### config.mk
export PLATFORM = sky130hd
export DESIGN_NAME = msq_top
export DESIGN_NICKNAME = d
export VERILOG_FILES = /design/src/msq_pkg.sv /design/src/msq_lfsr.sv /design/src/msq_top.sv
export VERILOG_INCLUDE_DIRS = /design/src
export SDC_FILE = /design/constraint.sdc
export NUM_CORES = 1
export LEC_CHECK = 0
export BUFFER_PORTS_ARGS = -buffer_cell sky130_fd_sc_hd__buf_2
export CORE_MARGIN = 1
export CORE_UTILIZATION = 43
export CTS_CLUSTER_DIAMETER = 40
export DETAILED_ROUTE_END_ITERATION = 6
export GPL_ROUTABILITY_DRIVEN = 0
export GPL_TIMING_DRIVEN = 0
export SETUP_SLACK_MARGIN = 0.4
export SYNTH_ARGS = -nofsm -noshare
export SYNTH_HDL_FRONTEND = slang
export SYNTH_SLANG_ARGS = --single-unit
### constraint.sdc
create_clock -name ref_clk_i -period 8 [get_ports ref_clk_i]
set_clock_uncertainty 0.2 [all_clocks]
set_input_delay 0.8 -clock ref_clk_i [delete_from_list [all_inputs] [get_ports ref_clk_i]]
set_output_delay 0.8 -clock ref_clk_i [all_outputs]
set_load 0.05 [all_outputs]
### src/msq_cfg.svh
`ifndef MSQ_CFG_SVH
`define MSQ_CFG_SVH

// clock and timing, in ns
`define MSQ_CLK_PERIOD_NS 10
`define MSQ_TICK_NS       100000
`define MSQ_SHORT_NS      8000
`define MSQ_OPEN_NS       2000
`define MSQ_CHARGE_NS     1000
`define MSQ_PORT_IV0_NS   64000
`define MSQ_PORT_IV1_NS   128000
`define MSQ_PORT_IV2_NS   256000
`define MSQ_PORT_IV3_NS   512000

// register byte offsets
`define MSQ_A_CTRL    12'h000
`define MSQ_A_CMD     12'h004
`define MSQ_A_STAT    12'h008
`define MSQ_A_RES_REF 12'h00C
`define MSQ_A_RES_SEN 12'h010
`define MSQ_A_FLIGHT  12'h014
`define MSQ_A_TEMP    12'h018

// control fields
`define MSQ_F_DUMMY  2:0
`define MSQ_F_PORTIV 4:3
`define MSQ_F_CONT   5
`define MSQ_F_IRQPM  6
`define MSQ_F_FRATE  10:7
`define MSQ_F_FCNT   15:11
`define MSQ_F_TCNT   20:16
`define MSQ_F_CALB0  21
`define MSQ_F_CALB1  22
`define MSQ_F_INTEN  24
`define MSQ_F_TRATE  28:25
`define MSQ_F_RAND   29
`define MSQ_CTRL_RST  32'h0000_0000
`define MSQ_CTRL_MASK 32'h3FFF_FFFF

// command bits
`define MSQ_C_FLIGHT 0
`define MSQ_C_TEMP   1
`define MSQ_C_BOTH   2
`define MSQ_C_HALT   3
`define MSQ_C_SINGLE 4

// status bits
`define MSQ_S_TDONE 0
`define MSQ_S_TOPEN 1
`define MSQ_S_FSEQ  2
`define MSQ_S_TSEQ  3
`define MSQ_S_MEAS  4
`define MSQ_S_BUSY  5
`define MSQ_NFLAGS  5

`define MSQ_SHORT_VAL 16'h0000
`define MSQ_OPEN_VAL  16'hFFFF
`define MSQ_LFSR_SEED 9'h1A5

// rate tables in 100 us ticks, code 0 in the low slice
`define MSQ_NOM_TBL {15'd1250, 15'd1333, 15'd1429, 15'd1538, 15'd1667, 15'd1818, 15'd2000, 15'd2222, \
  15'd2500, 15'd2857, 15'd3333, 15'd4000, 15'd5000, 15'd6667, 15'd10000, 15'd20000}
`define MSQ_MIN_TBL {11'd1110, 11'd1090, 11'd1070, 11'd1050, 11'd1030, 11'd1010, 11'd1000, 11'd980, \
  11'd960, 11'd940, 11'd920, 11'd900, 11'd880, 11'd860, 11'd840, 11'd820}
`define MSQ_LSB_TBL {9'd313, 9'd293, 9'd273, 9'd254, 9'd234, 9'd215, 9'd195, 9'd176, \
  9'd156, 9'd137, 9'd117, 9'd98, 9'd78, 9'd59, 9'd39, 9'd20}

`endif

### src/msq_pkg.sv
package msq_pkg;

  typedef enum logic [4:0] {
    ts_idle   = 5'b00001,
    ts_charge = 5'b00010,
    ts_disch  = 5'b00100,
    ts_next   = 5'b01000,
    ts_done   = 5'b10000
  } msq_tstate_t;

  typedef enum logic [2:0] {
    tk_dummy = 3'b001,
    tk_eval  = 3'b010,
    tk_real  = 3'b100
  } msq_kind_t;

  typedef enum logic [4:0] {
    ss_idle   = 5'b00001,
    ss_wait   = 5'b00010,
    ss_cal    = 5'b00100,
    ss_flight = 5'b01000,
    ss_temp   = 5'b10000
  } msq_sstate_t;

  typedef struct packed {
    logic [15:0] frac;
    logic [15:0] whole;
  } msq_result_t;

  typedef struct packed {
    logic [31:0]      prdata;
    logic             pready;
    logic             pslverr;
    logic [31:0]      ctrl;
    logic [4:0]       flags;
    msq_result_t [1:0] res;
    msq_tstate_t      tst;
    msq_kind_t        kind;
    logic             port;
    logic [2:0]       dleft;
    logic [15:0]      ttmr;
    logic             crossed;
    logic [15:0]      ttime;
    logic [15:0]      tfrac;
    logic             topen;
    logic             tfault;
    logic             terr;
    logic             tsingle;
    logic [15:0]      tune;
    logic             charge;
    logic             emul;
    logic             coarse;
    msq_sstate_t      sst;
    logic             run_f;
    logic             run_t;
    logic [17:0]      f_tmr;
    logic [17:0]      t_tmr;
    logic [4:0]       f_left;
    logic [4:0]       t_left;
    logic             f_pend;
    logic             t_pend;
    logic             cal_temp;
    logic [4:0]       f_cnt;
    logic [4:0]       t_cnt;
    logic [15:0]      f_min;
    logic [15:0]      f_max;
    logic [15:0]      span;
    logic [15:0]      t_avg;
    logic             t_avg_vld;
    logic             fstart;
    logic             cstart;
    logic             irq_n;
    logic [31:0]      tick_cnt;
  } msq_state_t;

  typedef struct packed {
    logic [8:0] sr;
  } msq_lfsr_state_t;

endpackage

### src/msq_lfsr.sv
`timescale 1ns/1ps
`include "msq_cfg.svh"
module msq_lfsr #(
  parameter logic [8:0] SEED = `MSQ_LFSR_SEED
) (
  // clock and reset
  input  wire logic       ref_clk_i,
  input  wire logic       arst_n_i,
  // control
  input  wire logic       step_i,
  // state
  output logic [8:0]      value_o
);
  msq_pkg::msq_lfsr_state_t q;
  msq_pkg::msq_lfsr_state_t d;

  always_comb begin
    d = q;
    if (step_i) begin
      d.sr = {q.sr[7:0], q.sr[8] ^ q.sr[4]};
    end
  end

  always_ff @(posedge ref_clk_i or negedge arst_n_i) begin
    if (!arst_n_i) begin
      q.sr <= SEED;
    end else begin
      q <= d;
    end
  end

  assign value_o = q.sr;
endmodule

### src/msq_top.sv
// Added by the designer: the address map and the APB interface to the registers.
`timescale 1ns/1ps
`include "msq_cfg.svh"
// How it works
// - run 0 to 7 dummy cycles first, count from a 3-bit field
// - dummy cycles go through the internal emulation resistor, not the thermistor
// - a coarse evaluation runs automatically before each real port measurement
// - a 2-bit field picks the start-to-start interval between port measurements
// - on finish store port times; a single command also sets the done flag, interrupt if enabled
// - port time under 8 us stores 0000h, a shorted probe
// - no comparator crossing 2 us past interval: FFFFh, open flag, interrupt
// - a port fault during a real port measurement writes FFFFh to every port result; faults in dummy or evaluation cycles are ignored
// - three schedule commands: flight only, temperature only, both
// - continuous bit set: sequences repeat until a halt command
// - continuous bit clear: stop after one full sequence
// - per-measurement bit: interrupt after each measurement, else at sequence end
// - first random flight sample comes one nominal period after start
// - later samples start the code's minimum plus LFSR value times step weight after the previous start
// - 4-bit rate code, 0.5 Hz steps, own min, max and step weight
// - random intervals come from a 9-bit LFSR, x^9 + x^5 + 1
// - scheduled errors are handled like single ones and never stop the schedule
// - calibration runs in the schedule when its field selects it
// - flight valid count counts only error-free flight measurements
// - report span, maximum minus minimum, of valid flight values per sequence
// - temperature valid count rises after each error-free scheduled measurement
// - erroneous temperature results stay out of the running average
// - flight measurement goes first when both fall due, temperature right after
// - 5-bit field sets flight measurements per sequence, rate from rate field
module msq_top #(
  parameter int unsigned TICK_CYCLES = `MSQ_TICK_NS / `MSQ_CLK_PERIOD_NS,
  parameter logic [63:0] PORT_IV_CYC = {16'(`MSQ_PORT_IV3_NS / `MSQ_CLK_PERIOD_NS),
                                        16'(`MSQ_PORT_IV2_NS / `MSQ_CLK_PERIOD_NS),
                                        16'(`MSQ_PORT_IV1_NS / `MSQ_CLK_PERIOD_NS),
                                        16'(`MSQ_PORT_IV0_NS / `MSQ_CLK_PERIOD_NS)}
) (
  // clock and reset
  input  wire logic        ref_clk_i,
  input  wire logic        arst_n_i,
  // apb slave
  input  wire logic        psel_i,
  input  wire logic        penable_i,
  input  wire logic        pwrite_i,
  input  wire logic [11:0] paddr_i,
  input  wire logic [31:0] pwdata_i,
  output logic [31:0]      prdata_o,
  output logic             pready_o,
  output logic             pslverr_o,
  // temperature front end
  input  wire logic        cap_below_i,
  input  wire logic [15:0] tdc_frac_i,
  input  wire logic        port_fault_i,
  output logic             cap_charge_pin_o,
  output logic             emul_sel_o,
  output logic             port_sel_o,
  output logic             coarse_eval_o,
  output logic [15:0]      tune_o,
  // flight and calibration engines
  output logic             flight_start_o,
  input  wire logic        flight_done_i,
  input  wire logic        flight_err_i,
  input  wire logic [15:0] flight_val_i,
  output logic             cal_start_o,
  input  wire logic        cal_done_i,
  // interrupt
  output logic             irq_n_o
);
  localparam logic [15:0]  SHORT_CYC  = 16'(`MSQ_SHORT_NS / `MSQ_CLK_PERIOD_NS);
  localparam logic [15:0]  OPEN_CYC   = 16'(`MSQ_OPEN_NS / `MSQ_CLK_PERIOD_NS);
  localparam logic [15:0]  CHARGE_CYC = 16'((`MSQ_CHARGE_NS + `MSQ_CLK_PERIOD_NS - 1) / `MSQ_CLK_PERIOD_NS);
  localparam logic [239:0] NOM_TBL    = `MSQ_NOM_TBL;
  localparam logic [175:0] MIN_TBL    = `MSQ_MIN_TBL;
  localparam logic [143:0] LSB_TBL    = `MSQ_LSB_TBL;
  localparam logic [31:0]  OPEN_WORD  = {`MSQ_OPEN_VAL, `MSQ_OPEN_VAL};

  msq_pkg::msq_state_t q;
  msq_pkg::msq_state_t d;

  logic [8:0]               lfsr_val;
  logic                     lfsr_step;
  logic                     tick;
  logic                     t_go;
  logic                     seq_load;
  logic                     seq_over;
  logic                     wr_acc;
  logic                     mapped;
  logic [31:0]              rdata;
  logic [4:0]               cmd;
  logic [4:0]               set_f;
  logic [15:0]              iv;
  logic [3:0]               frate;
  logic [3:0]               trate;
  logic [17:0]              next_f;
  logic [17:0]              nom_t;
  msq_pkg::msq_result_t     store;

  msq_lfsr #(
    .SEED (`MSQ_LFSR_SEED)
  ) u_lfsr (
    .ref_clk_i (ref_clk_i),
    .arst_n_i  (arst_n_i),
    .step_i    (lfsr_step),
    .value_o   (lfsr_val)
  );

  always_comb begin
    d = q;
    set_f = '0;
    t_go = 1'b0;
    seq_load = 1'b0;
    lfsr_step = 1'b0;
    store = q.res[q.port];
    d.fstart = 1'b0;
    d.cstart = 1'b0;
    tick = (q.tick_cnt == 32'(TICK_CYCLES - 1));
    d.tick_cnt = tick ? 32'h0000_0000 : q.tick_cnt + 32'h0000_0001;
    iv = PORT_IV_CYC[q.ctrl[`MSQ_F_PORTIV]*16 +: 16];
    frate = q.ctrl[`MSQ_F_FRATE];
    trate = q.ctrl[`MSQ_F_TRATE];
    nom_t = 18'(NOM_TBL[trate*15 +: 15]);
    // random draw from the per-code floor and step weight
    next_f = q.ctrl[`MSQ_F_RAND] ?
             18'(18'(MIN_TBL[frate*11 +: 11]) + 18'(lfsr_val) * 18'(LSB_TBL[frate*9 +: 9])) :
             18'(NOM_TBL[frate*15 +: 15]);
    seq_over = (!q.run_f || q.f_left == 5'h00) && (!q.run_t || q.t_left == 5'h00);

    // register read mux
    mapped = 1'b1;
    if (paddr_i == `MSQ_A_CTRL) begin
      rdata = q.ctrl;
    end else if (paddr_i == `MSQ_A_CMD) begin
      rdata = 32'h0000_0000;
    end else if (paddr_i == `MSQ_A_STAT) begin
      rdata = {26'h0, (q.sst != msq_pkg::ss_idle) || (q.tst != msq_pkg::ts_idle), q.flags};
    end else if (paddr_i == `MSQ_A_RES_REF) begin
      rdata = q.res[0];
    end else if (paddr_i == `MSQ_A_RES_SEN) begin
      rdata = q.res[1];
    end else if (paddr_i == `MSQ_A_FLIGHT) begin
      rdata = {q.span, 11'h000, q.f_cnt};
    end else if (paddr_i == `MSQ_A_TEMP) begin
      rdata = {q.t_avg, 11'h000, q.t_cnt};
    end else begin
      rdata = 32'h0000_0000;
      mapped = 1'b0;
    end

    // one wait-free access phase: ready is raised by the setup cycle
    d.pready = 1'b0;
    if (psel_i && !penable_i) begin
      d.pready = 1'b1;
      d.pslverr = !mapped;
      d.prdata = rdata;
    end
    wr_acc = psel_i && penable_i && pwrite_i && q.pready && !q.pslverr;
    cmd = (wr_acc && paddr_i == `MSQ_A_CMD) ? pwdata_i[4:0] : 5'h00;
    if (wr_acc && paddr_i == `MSQ_A_CTRL) begin
      d.ctrl = pwdata_i & `MSQ_CTRL_MASK;
    end
    if (wr_acc && paddr_i == `MSQ_A_STAT) begin
      d.flags = q.flags & ~pwdata_i[4:0];
    end

    // scheduler timers on the 100 us enable
    if (tick && q.sst != msq_pkg::ss_idle) begin
      if (q.run_f && q.f_left != 5'h00 && !q.f_pend) begin
        if (q.f_tmr <= 18'h00001) d.f_pend = 1'b1;
        else d.f_tmr = q.f_tmr - 18'h00001;
      end
      if (q.run_t && q.t_left != 5'h00 && !q.t_pend) begin
        if (q.t_tmr <= 18'h00001) d.t_pend = 1'b1;
        else d.t_tmr = q.t_tmr - 18'h00001;
      end
    end

    case (q.sst)
      msq_pkg::ss_idle: begin
        if ((cmd[`MSQ_C_FLIGHT] || cmd[`MSQ_C_TEMP] || cmd[`MSQ_C_BOTH]) && q.tst == msq_pkg::ts_idle) begin
          d.run_f = cmd[`MSQ_C_FLIGHT] || cmd[`MSQ_C_BOTH];
          d.run_t = cmd[`MSQ_C_TEMP] || cmd[`MSQ_C_BOTH];
          d.sst = msq_pkg::ss_wait;
          seq_load = 1'b1;
        end else if (cmd[`MSQ_C_SINGLE] && q.tst == msq_pkg::ts_idle) begin
          t_go = 1'b1;
          d.tsingle = 1'b1;
        end
      end
      msq_pkg::ss_wait: begin
        if (seq_over) begin
          if (q.ctrl[`MSQ_F_CONT]) seq_load = 1'b1;
          else d.sst = msq_pkg::ss_idle;
        end else if (q.f_pend) begin
          d.f_pend = 1'b0;
          d.f_tmr = next_f;
          lfsr_step = 1'b1;
          d.cal_temp = 1'b0;
          if (q.ctrl[`MSQ_F_CALB0]) begin
            d.sst = msq_pkg::ss_cal;
            d.cstart = 1'b1;
          end else begin
            d.sst = msq_pkg::ss_flight;
            d.fstart = 1'b1;
          end
        end else if (q.t_pend) begin
          d.t_pend = 1'b0;
          d.t_tmr = nom_t;
          d.cal_temp = 1'b1;
          d.tsingle = 1'b0;
          if (q.ctrl[`MSQ_F_CALB1]) begin
            d.sst = msq_pkg::ss_cal;
            d.cstart = 1'b1;
          end else begin
            d.sst = msq_pkg::ss_temp;
            t_go = 1'b1;
          end
        end
      end
      msq_pkg::ss_cal: begin
        // calibration errors are left to the calibration engine
        if (cal_done_i) begin
          if (q.cal_temp) begin
            d.sst = msq_pkg::ss_temp;
            t_go = 1'b1;
          end else begin
            d.sst = msq_pkg::ss_flight;
            d.fstart = 1'b1;
          end
        end
      end
      msq_pkg::ss_flight: begin
        if (flight_done_i) begin
          d.sst = msq_pkg::ss_wait;
          d.f_left = q.f_left - 5'h01;
          if (!flight_err_i) begin
            d.f_cnt = q.f_cnt + 5'h01;
            if (q.f_cnt == 5'h00 || flight_val_i < q.f_min) d.f_min = flight_val_i;
            if (q.f_cnt == 5'h00 || flight_val_i > q.f_max) d.f_max = flight_val_i;
          end
          set_f[`MSQ_S_MEAS] = q.ctrl[`MSQ_F_IRQPM];
          set_f[`MSQ_S_FSEQ] = (q.f_left == 5'h01);
        end
      end
      msq_pkg::ss_temp: begin
        if (q.tst == msq_pkg::ts_done) begin
          d.sst = msq_pkg::ss_wait;
          d.t_left = q.t_left - 5'h01;
          if (!q.terr) begin
            d.t_cnt = q.t_cnt + 5'h01;
            d.t_avg_vld = 1'b1;
            d.t_avg = q.t_avg_vld ? 16'((17'(q.t_avg) + 17'(q.res[1].whole)) >> 1) : q.res[1].whole;
          end
          set_f[`MSQ_S_MEAS] = q.ctrl[`MSQ_F_IRQPM];
          set_f[`MSQ_S_TSEQ] = (q.t_left == 5'h01);
        end
      end
      default: d.sst = msq_pkg::ss_idle;
    endcase

    if (seq_load) begin
      d.f_left = q.ctrl[`MSQ_F_FCNT];
      d.t_left = q.ctrl[`MSQ_F_TCNT];
      d.f_tmr = 18'(NOM_TBL[frate*15 +: 15]);
      d.t_tmr = nom_t;
      d.f_pend = 1'b0;
      d.t_pend = 1'b0;
      d.f_cnt = 5'h00;
      d.t_cnt = 5'h00;
      d.f_min = 16'h0000;
      d.f_max = 16'h0000;
      d.t_avg_vld = 1'b0;
    end
    d.span = d.f_max - d.f_min;

    // temperature port sequence
    case (q.tst)
      msq_pkg::ts_idle: begin
        if (t_go) begin
          d.tst = msq_pkg::ts_charge;
          d.ttmr = 16'h0000;
          d.port = 1'b0;
          d.tfault = 1'b0;
          d.terr = 1'b0;
          d.dleft = q.ctrl[`MSQ_F_DUMMY];
          d.kind = (q.ctrl[`MSQ_F_DUMMY] != 3'h0) ? msq_pkg::tk_dummy : msq_pkg::tk_eval;
        end
      end
      msq_pkg::ts_charge: begin
        d.ttmr = q.ttmr + 16'h0001;
        if (q.ttmr == CHARGE_CYC - 16'h0001) begin
          d.tst = msq_pkg::ts_disch;
          d.ttmr = 16'h0000;
          d.crossed = 1'b0;
          d.topen = 1'b0;
        end
      end
      msq_pkg::ts_disch: begin
        d.ttmr = q.ttmr + 16'h0001;
        if (cap_below_i && !q.crossed) begin
          d.crossed = 1'b1;
          d.ttime = q.ttmr;
          d.tfrac = tdc_frac_i;
        end
        if (port_fault_i && q.kind == msq_pkg::tk_real) begin
          d.tfault = 1'b1;
          d.terr = 1'b1;
        end
        if (q.crossed && q.ttmr >= iv) begin
          d.tst = msq_pkg::ts_next;
        end else if (!q.crossed && q.ttmr >= 16'(iv + OPEN_CYC)) begin
          d.topen = 1'b1;
          d.tst = msq_pkg::ts_next;
        end
      end
      msq_pkg::ts_next: begin
        d.tst = msq_pkg::ts_charge;
        d.ttmr = 16'h0000;
        case (q.kind)
          msq_pkg::tk_dummy: begin
            d.dleft = q.dleft - 3'h1;
            if (q.dleft == 3'h1) d.kind = msq_pkg::tk_eval;
          end
          msq_pkg::tk_eval: begin
            d.tune = q.topen ? `MSQ_OPEN_VAL : q.ttime;
            d.kind = msq_pkg::tk_real;
          end
          default: begin
            if (q.topen) begin
              store = OPEN_WORD;
              set_f[`MSQ_S_TOPEN] = 1'b1;
              d.terr = 1'b1;
            end else if (q.ttime < SHORT_CYC) begin
              store = {`MSQ_SHORT_VAL, `MSQ_SHORT_VAL};
              d.terr = 1'b1;
            end else begin
              store = {q.tfrac, q.ttime};
            end
            d.res[q.port] = store;
            if (q.port) begin
              d.tst = msq_pkg::ts_done;
            end else begin
              d.port = 1'b1;
              d.kind = msq_pkg::tk_eval;
            end
          end
        endcase
      end
      msq_pkg::ts_done: begin
        d.tst = msq_pkg::ts_idle;
        if (q.tfault) begin
          d.res[0] = OPEN_WORD;
          d.res[1] = OPEN_WORD;
        end
        set_f[`MSQ_S_TDONE] = q.tsingle;
      end
      default: d.tst = msq_pkg::ts_idle;
    endcase

    if (cmd[`MSQ_C_HALT]) begin
      d.sst = msq_pkg::ss_idle;
      d.tst = msq_pkg::ts_idle;
      d.f_pend = 1'b0;
      d.t_pend = 1'b0;
    end

    // hardware set beats a same-cycle software clear
    d.flags = d.flags | set_f;
    d.charge = (d.tst == msq_pkg::ts_charge);
    d.emul = (d.kind == msq_pkg::tk_dummy) && (d.tst != msq_pkg::ts_idle);
    d.coarse = (d.kind == msq_pkg::tk_eval) && (d.tst != msq_pkg::ts_idle);
    d.irq_n = !(d.ctrl[`MSQ_F_INTEN] && (d.flags != 5'h00));
  end

  always_ff @(posedge ref_clk_i or negedge arst_n_i) begin
    if (!arst_n_i) begin
      q <= '0;
      q.ctrl <= `MSQ_CTRL_RST;
      q.tst <= msq_pkg::ts_idle;
      q.sst <= msq_pkg::ss_idle;
      q.kind <= msq_pkg::tk_dummy;
      q.irq_n <= 1'b1;
    end else begin
      q <= d;
    end
  end

  assign prdata_o = q.prdata;
  assign pready_o = q.pready;
  assign pslverr_o = q.pslverr;
  assign cap_charge_pin_o = q.charge;
  assign emul_sel_o = q.emul;
  assign port_sel_o = q.port;
  assign coarse_eval_o = q.coarse;
  assign tune_o = q.tune;
  assign flight_start_o = q.fstart;
  assign cal_start_o = q.cstart;
  assign irq_n_o = q.irq_n;
endmodule

==> flow_summary.yaml <==
die:
  fp-row-count: 87
  dieArea_sq_mm: 0.0588
  coreArea_sq_mm: 0.0567
  initial_core_util_pct: 43.8
  fp.dieW_microns: 242
  pin_count: 143
  die_h_microns: 242
placement:
  hpwl_microns: 56600
  dp_cells: 3553
  place_ws_ns: 0.151
  io_buffer_count: 140
worst_hold_path:
  hp-class: "in2async"
pwr:
  powerDensity_mw_per_mm2: 190
  vdd_drop_max_mv: 0.145
  power_mw: 5.55
  p_leak_nw: 13.7
clocking:
  post_cts_buffers: 0
  clock_path_buffers: 3
  clk_pin_slew_ns: 0.05
  cts_sinks: 392
  tritoncts: "yes"
  clk_latency_ns: 0.61
  htreeDepth: 3
  root_buffer: "clkbuf_16"
  cts_made_buffers: 77
finish:
  final_util_pct: 51.6
  drive_above_1_share_pct: 15.0
  layout-area-overhead-vs-synth_pct: 17.6
  final_cells: 3698
  nets: 3177
yosys:
  synth_seq_cells: 392
  yosysSeqAreaShare_pct: 39.5
  synth_largest_area_cell: "dfrtp_1"
  avgSynthCellArea_sq_um: 9.37
  syn_area_sq_mm: 0.0249
  synth.area.top_cells: "dfrtp_1, ha_1, fa_1"
  netlist-cell-type-count: 85
  synth_edf_count: 0
  synth_flop_cell: "dfrtp_1"
  synth_nets: 2955
  ys_async_sr_fraction_pct: 100
  synth_warnings: 0
  synth_top_area_share_pct: 38.5
  synth_cells: 2654
worst_setup_path:
  worst_path_largest_cell_delay_ns: 0.57
  path_class: "reg2reg"
  r2r-start: "frate[0]"
  r2r_setup_slack_ns: 0.79
  crit_chain: "inv_1, ha_1, nor2_2, a21o_1, nand2_1, fa_1, inv_1, fa_1, inv_1, fa_1, inv_1, fa_1, inv_1, fa_1, inv_1, ha_1, o21ai_0, a21oi_1, o41a_1, a2111oi_0, nor3_1, xnor2_1, a211oi_1"
  cp_common_cell: "inv_1"
  critPathLaunch: "frate[0]"
  critPathLaunchType: "flip-flop"
  r2r-end: "q[154]"
  crit_cells: 23
  worstPathMaxFanout: 11
  crit_arrival_ns: 7.43
  crit_path_end: "q[154]"
  critical_path.slowest_cell: "dfrtp_2"
  crit_buf_inv: 6
  path_delay_family: "adder cells"
  required_ns: 8.22
  r2r_cells: 23
  cp-end-kind: "flip-flop"
status:
  outcome: "finished clean"
route:
  dr.first_iter.drc_count: 1965
  routed.top_layer: "met5"
  drt-met1-wl_microns: 32800
  ant_nets: 0
  wl_met2_microns: 34300
  vias: 21083
  firstDrtPassIters: 6
  wirelength_microns: 75000
  via_per_inst: 5.70
  post-route-drc-count: 0
  wl_met3_microns: 4990
  wl_per_cell_microns: 20.3
timing:
  max_slew.worst_pin.slew_ns: 1.22
  grt_setup_unrepaired: "false"
  fin_crit_sh_pct: 90.2
  setup_slack_ns: 0.788
  final_hold_viol_count: 0
  finalSetupTns_ns: 0
  max-slew-margin-rel_pct: 18.3
  fmax_mhz: 139
  slew_viol_final: 0
  final.min_clock_period_ns: 7.21
  setup_viol: 0
global_routing:
  grt_use_total_pct: 25.5
  grt_max_degree: 110
  antenna_found_initial: 5
  overflow: 0
  first_global_vias: 21011
  grt_pass1_wl_microns: 118000
flow_run:
  max_cap_viol_count: 0
[routing by layer]
metal,track usage (%),up-vias
met3,4.64,149
li1,-,9766
met4,10.9,4
met1,34.5,10403
met5,0,-
met2,40.0,761
[report_power, final]
part / total, mW / internal (mW) / switching (mW)
combinational: 0.311 / 0.111 / 0.200
sequential: 2.04 / 2.02 / 0.0203
clock: 3.20 / 2.02 / 1.18
total: 5.55 / 4.15 / 1.40
[through the flow]
stage	area [sq um]	hold slack (ns)
floorplan	24900	0.225
global placement	26500	0.237
detailed placement	26600	0.245
CTS	29200	0.0773
global route	29200	0.109
finish	29200	0.0608
[cell type report]
class                      count  area [sq um]
fill                        5246         27500
multi-input combinational   1911         13600
sequential                   392          9820
clock buffer                  94          2120
tap                          756           946
buffer                       166           830
timing repair buffer         143           793
inverter                     185           694
clock inverter                47           460
antenna                        4          10.0
[cells by family (layout without fill, tap and decap cells)]
logic type	after synthesis	count (layout)	share of synthesized area (%)
AND/OR/NAND/NOR	858	858	16.7
AO/OA/AOI/OAI	613	613	16.2
flip-flops	392	392	39.5
buffers and inverters	351	635	6.13
adder cells (fa/ha/maj)	215	215	12.6
XOR/XNOR	119	119	4.25
multiplexers	106	106	4.61
other	0	4	0
[registers in the layout, indices dropped and copies added (netlist names)]
register and flops:
tune_o 16, pslverr_o 1, flight_start_o 1, port_sel_o 1, pready_o 1, q 322
u_lfsr.value_o 9, cal_start_o 1, cap_charge_pin_o 1, prdata_o 32, coarse_eval_o 1, emul_sel_o 1
frate 4, irq_n_o 1
[worst min path at each step]
stage                  start   endpoint  slack (ns)  cells past startpoint
floorplan               q[0]       q[0]        0.23                      1
global placement        q[0]       q[0]        0.24                      1
detailed placement      q[0]       q[0]        0.24                      1
CTS                 arst_n_i   pready_o        0.08                      1
global route        arst_n_i  tune_o[8]        0.11                      1
finish              arst_n_i      q[80]        0.06                      1
[cell usage in the layout, fill, tap and decap left out, drive strengths merged, types with 45 or more instances in the layout]
master  Yosys  layout
clkbuf     99     193
and2       47      47
a21oi     152     152
inv       184     200
buf        67     210
mux2i      46      46
nand2     222     222
ha        156     156
nor3       60      60
o211ai     46      46
nand3      45      45
fa         59      59
dfrtp     383     383
nor2      270     270
o21ai     155     155
xnor2      75      75
mux2       59      59
[what timing repair did]
| item | 4_1_cts | 5_1_grt |
|---|---|---|
| hold buffers | 0 | 0 |
| endpoints found under the hold margin | 0 | 0 |
| endpoints found under the setup margin | 4 | 4 |
| gates resized for setup | 3 | 7 |
[Yosys cell counts (10+ instances only)]
| master | n |
|---|---|
| a211oi_1 | 15 |
| a21o_1 | 24 |
| a21oi_1 | 152 |
| a222oi_1 | 31 |
| a31oi_1 | 35 |
| and2_1 | 47 |
| and3_1 | 19 |
| buf_1 | 10 |
| buf_4 | 49 |
| clkbuf_1 | 99 |
| dfrtp_1 | 383 |
| fa_1 | 59 |
| ha_1 | 156 |
| inv_1 | 184 |
| mux2_2 | 59 |
| mux2i_1 | 46 |
| nand2_1 | 222 |
| nand2b_1 | 43 |
| nand3_1 | 45 |
| nand4_1 | 25 |
| nor2_1 | 269 |
| nor2b_1 | 21 |
| nor3_1 | 57 |
| nor4_1 | 24 |
| o211ai_1 | 46 |
| o21a_1 | 36 |
| o21ai_0 | 147 |
| o22a_1 | 33 |
| o22ai_1 | 11 |
| or3_1 | 22 |
| xnor2_1 | 75 |
| xor2_1 | 43 |
Note: power is estimated with default switching activity, not from simulation.
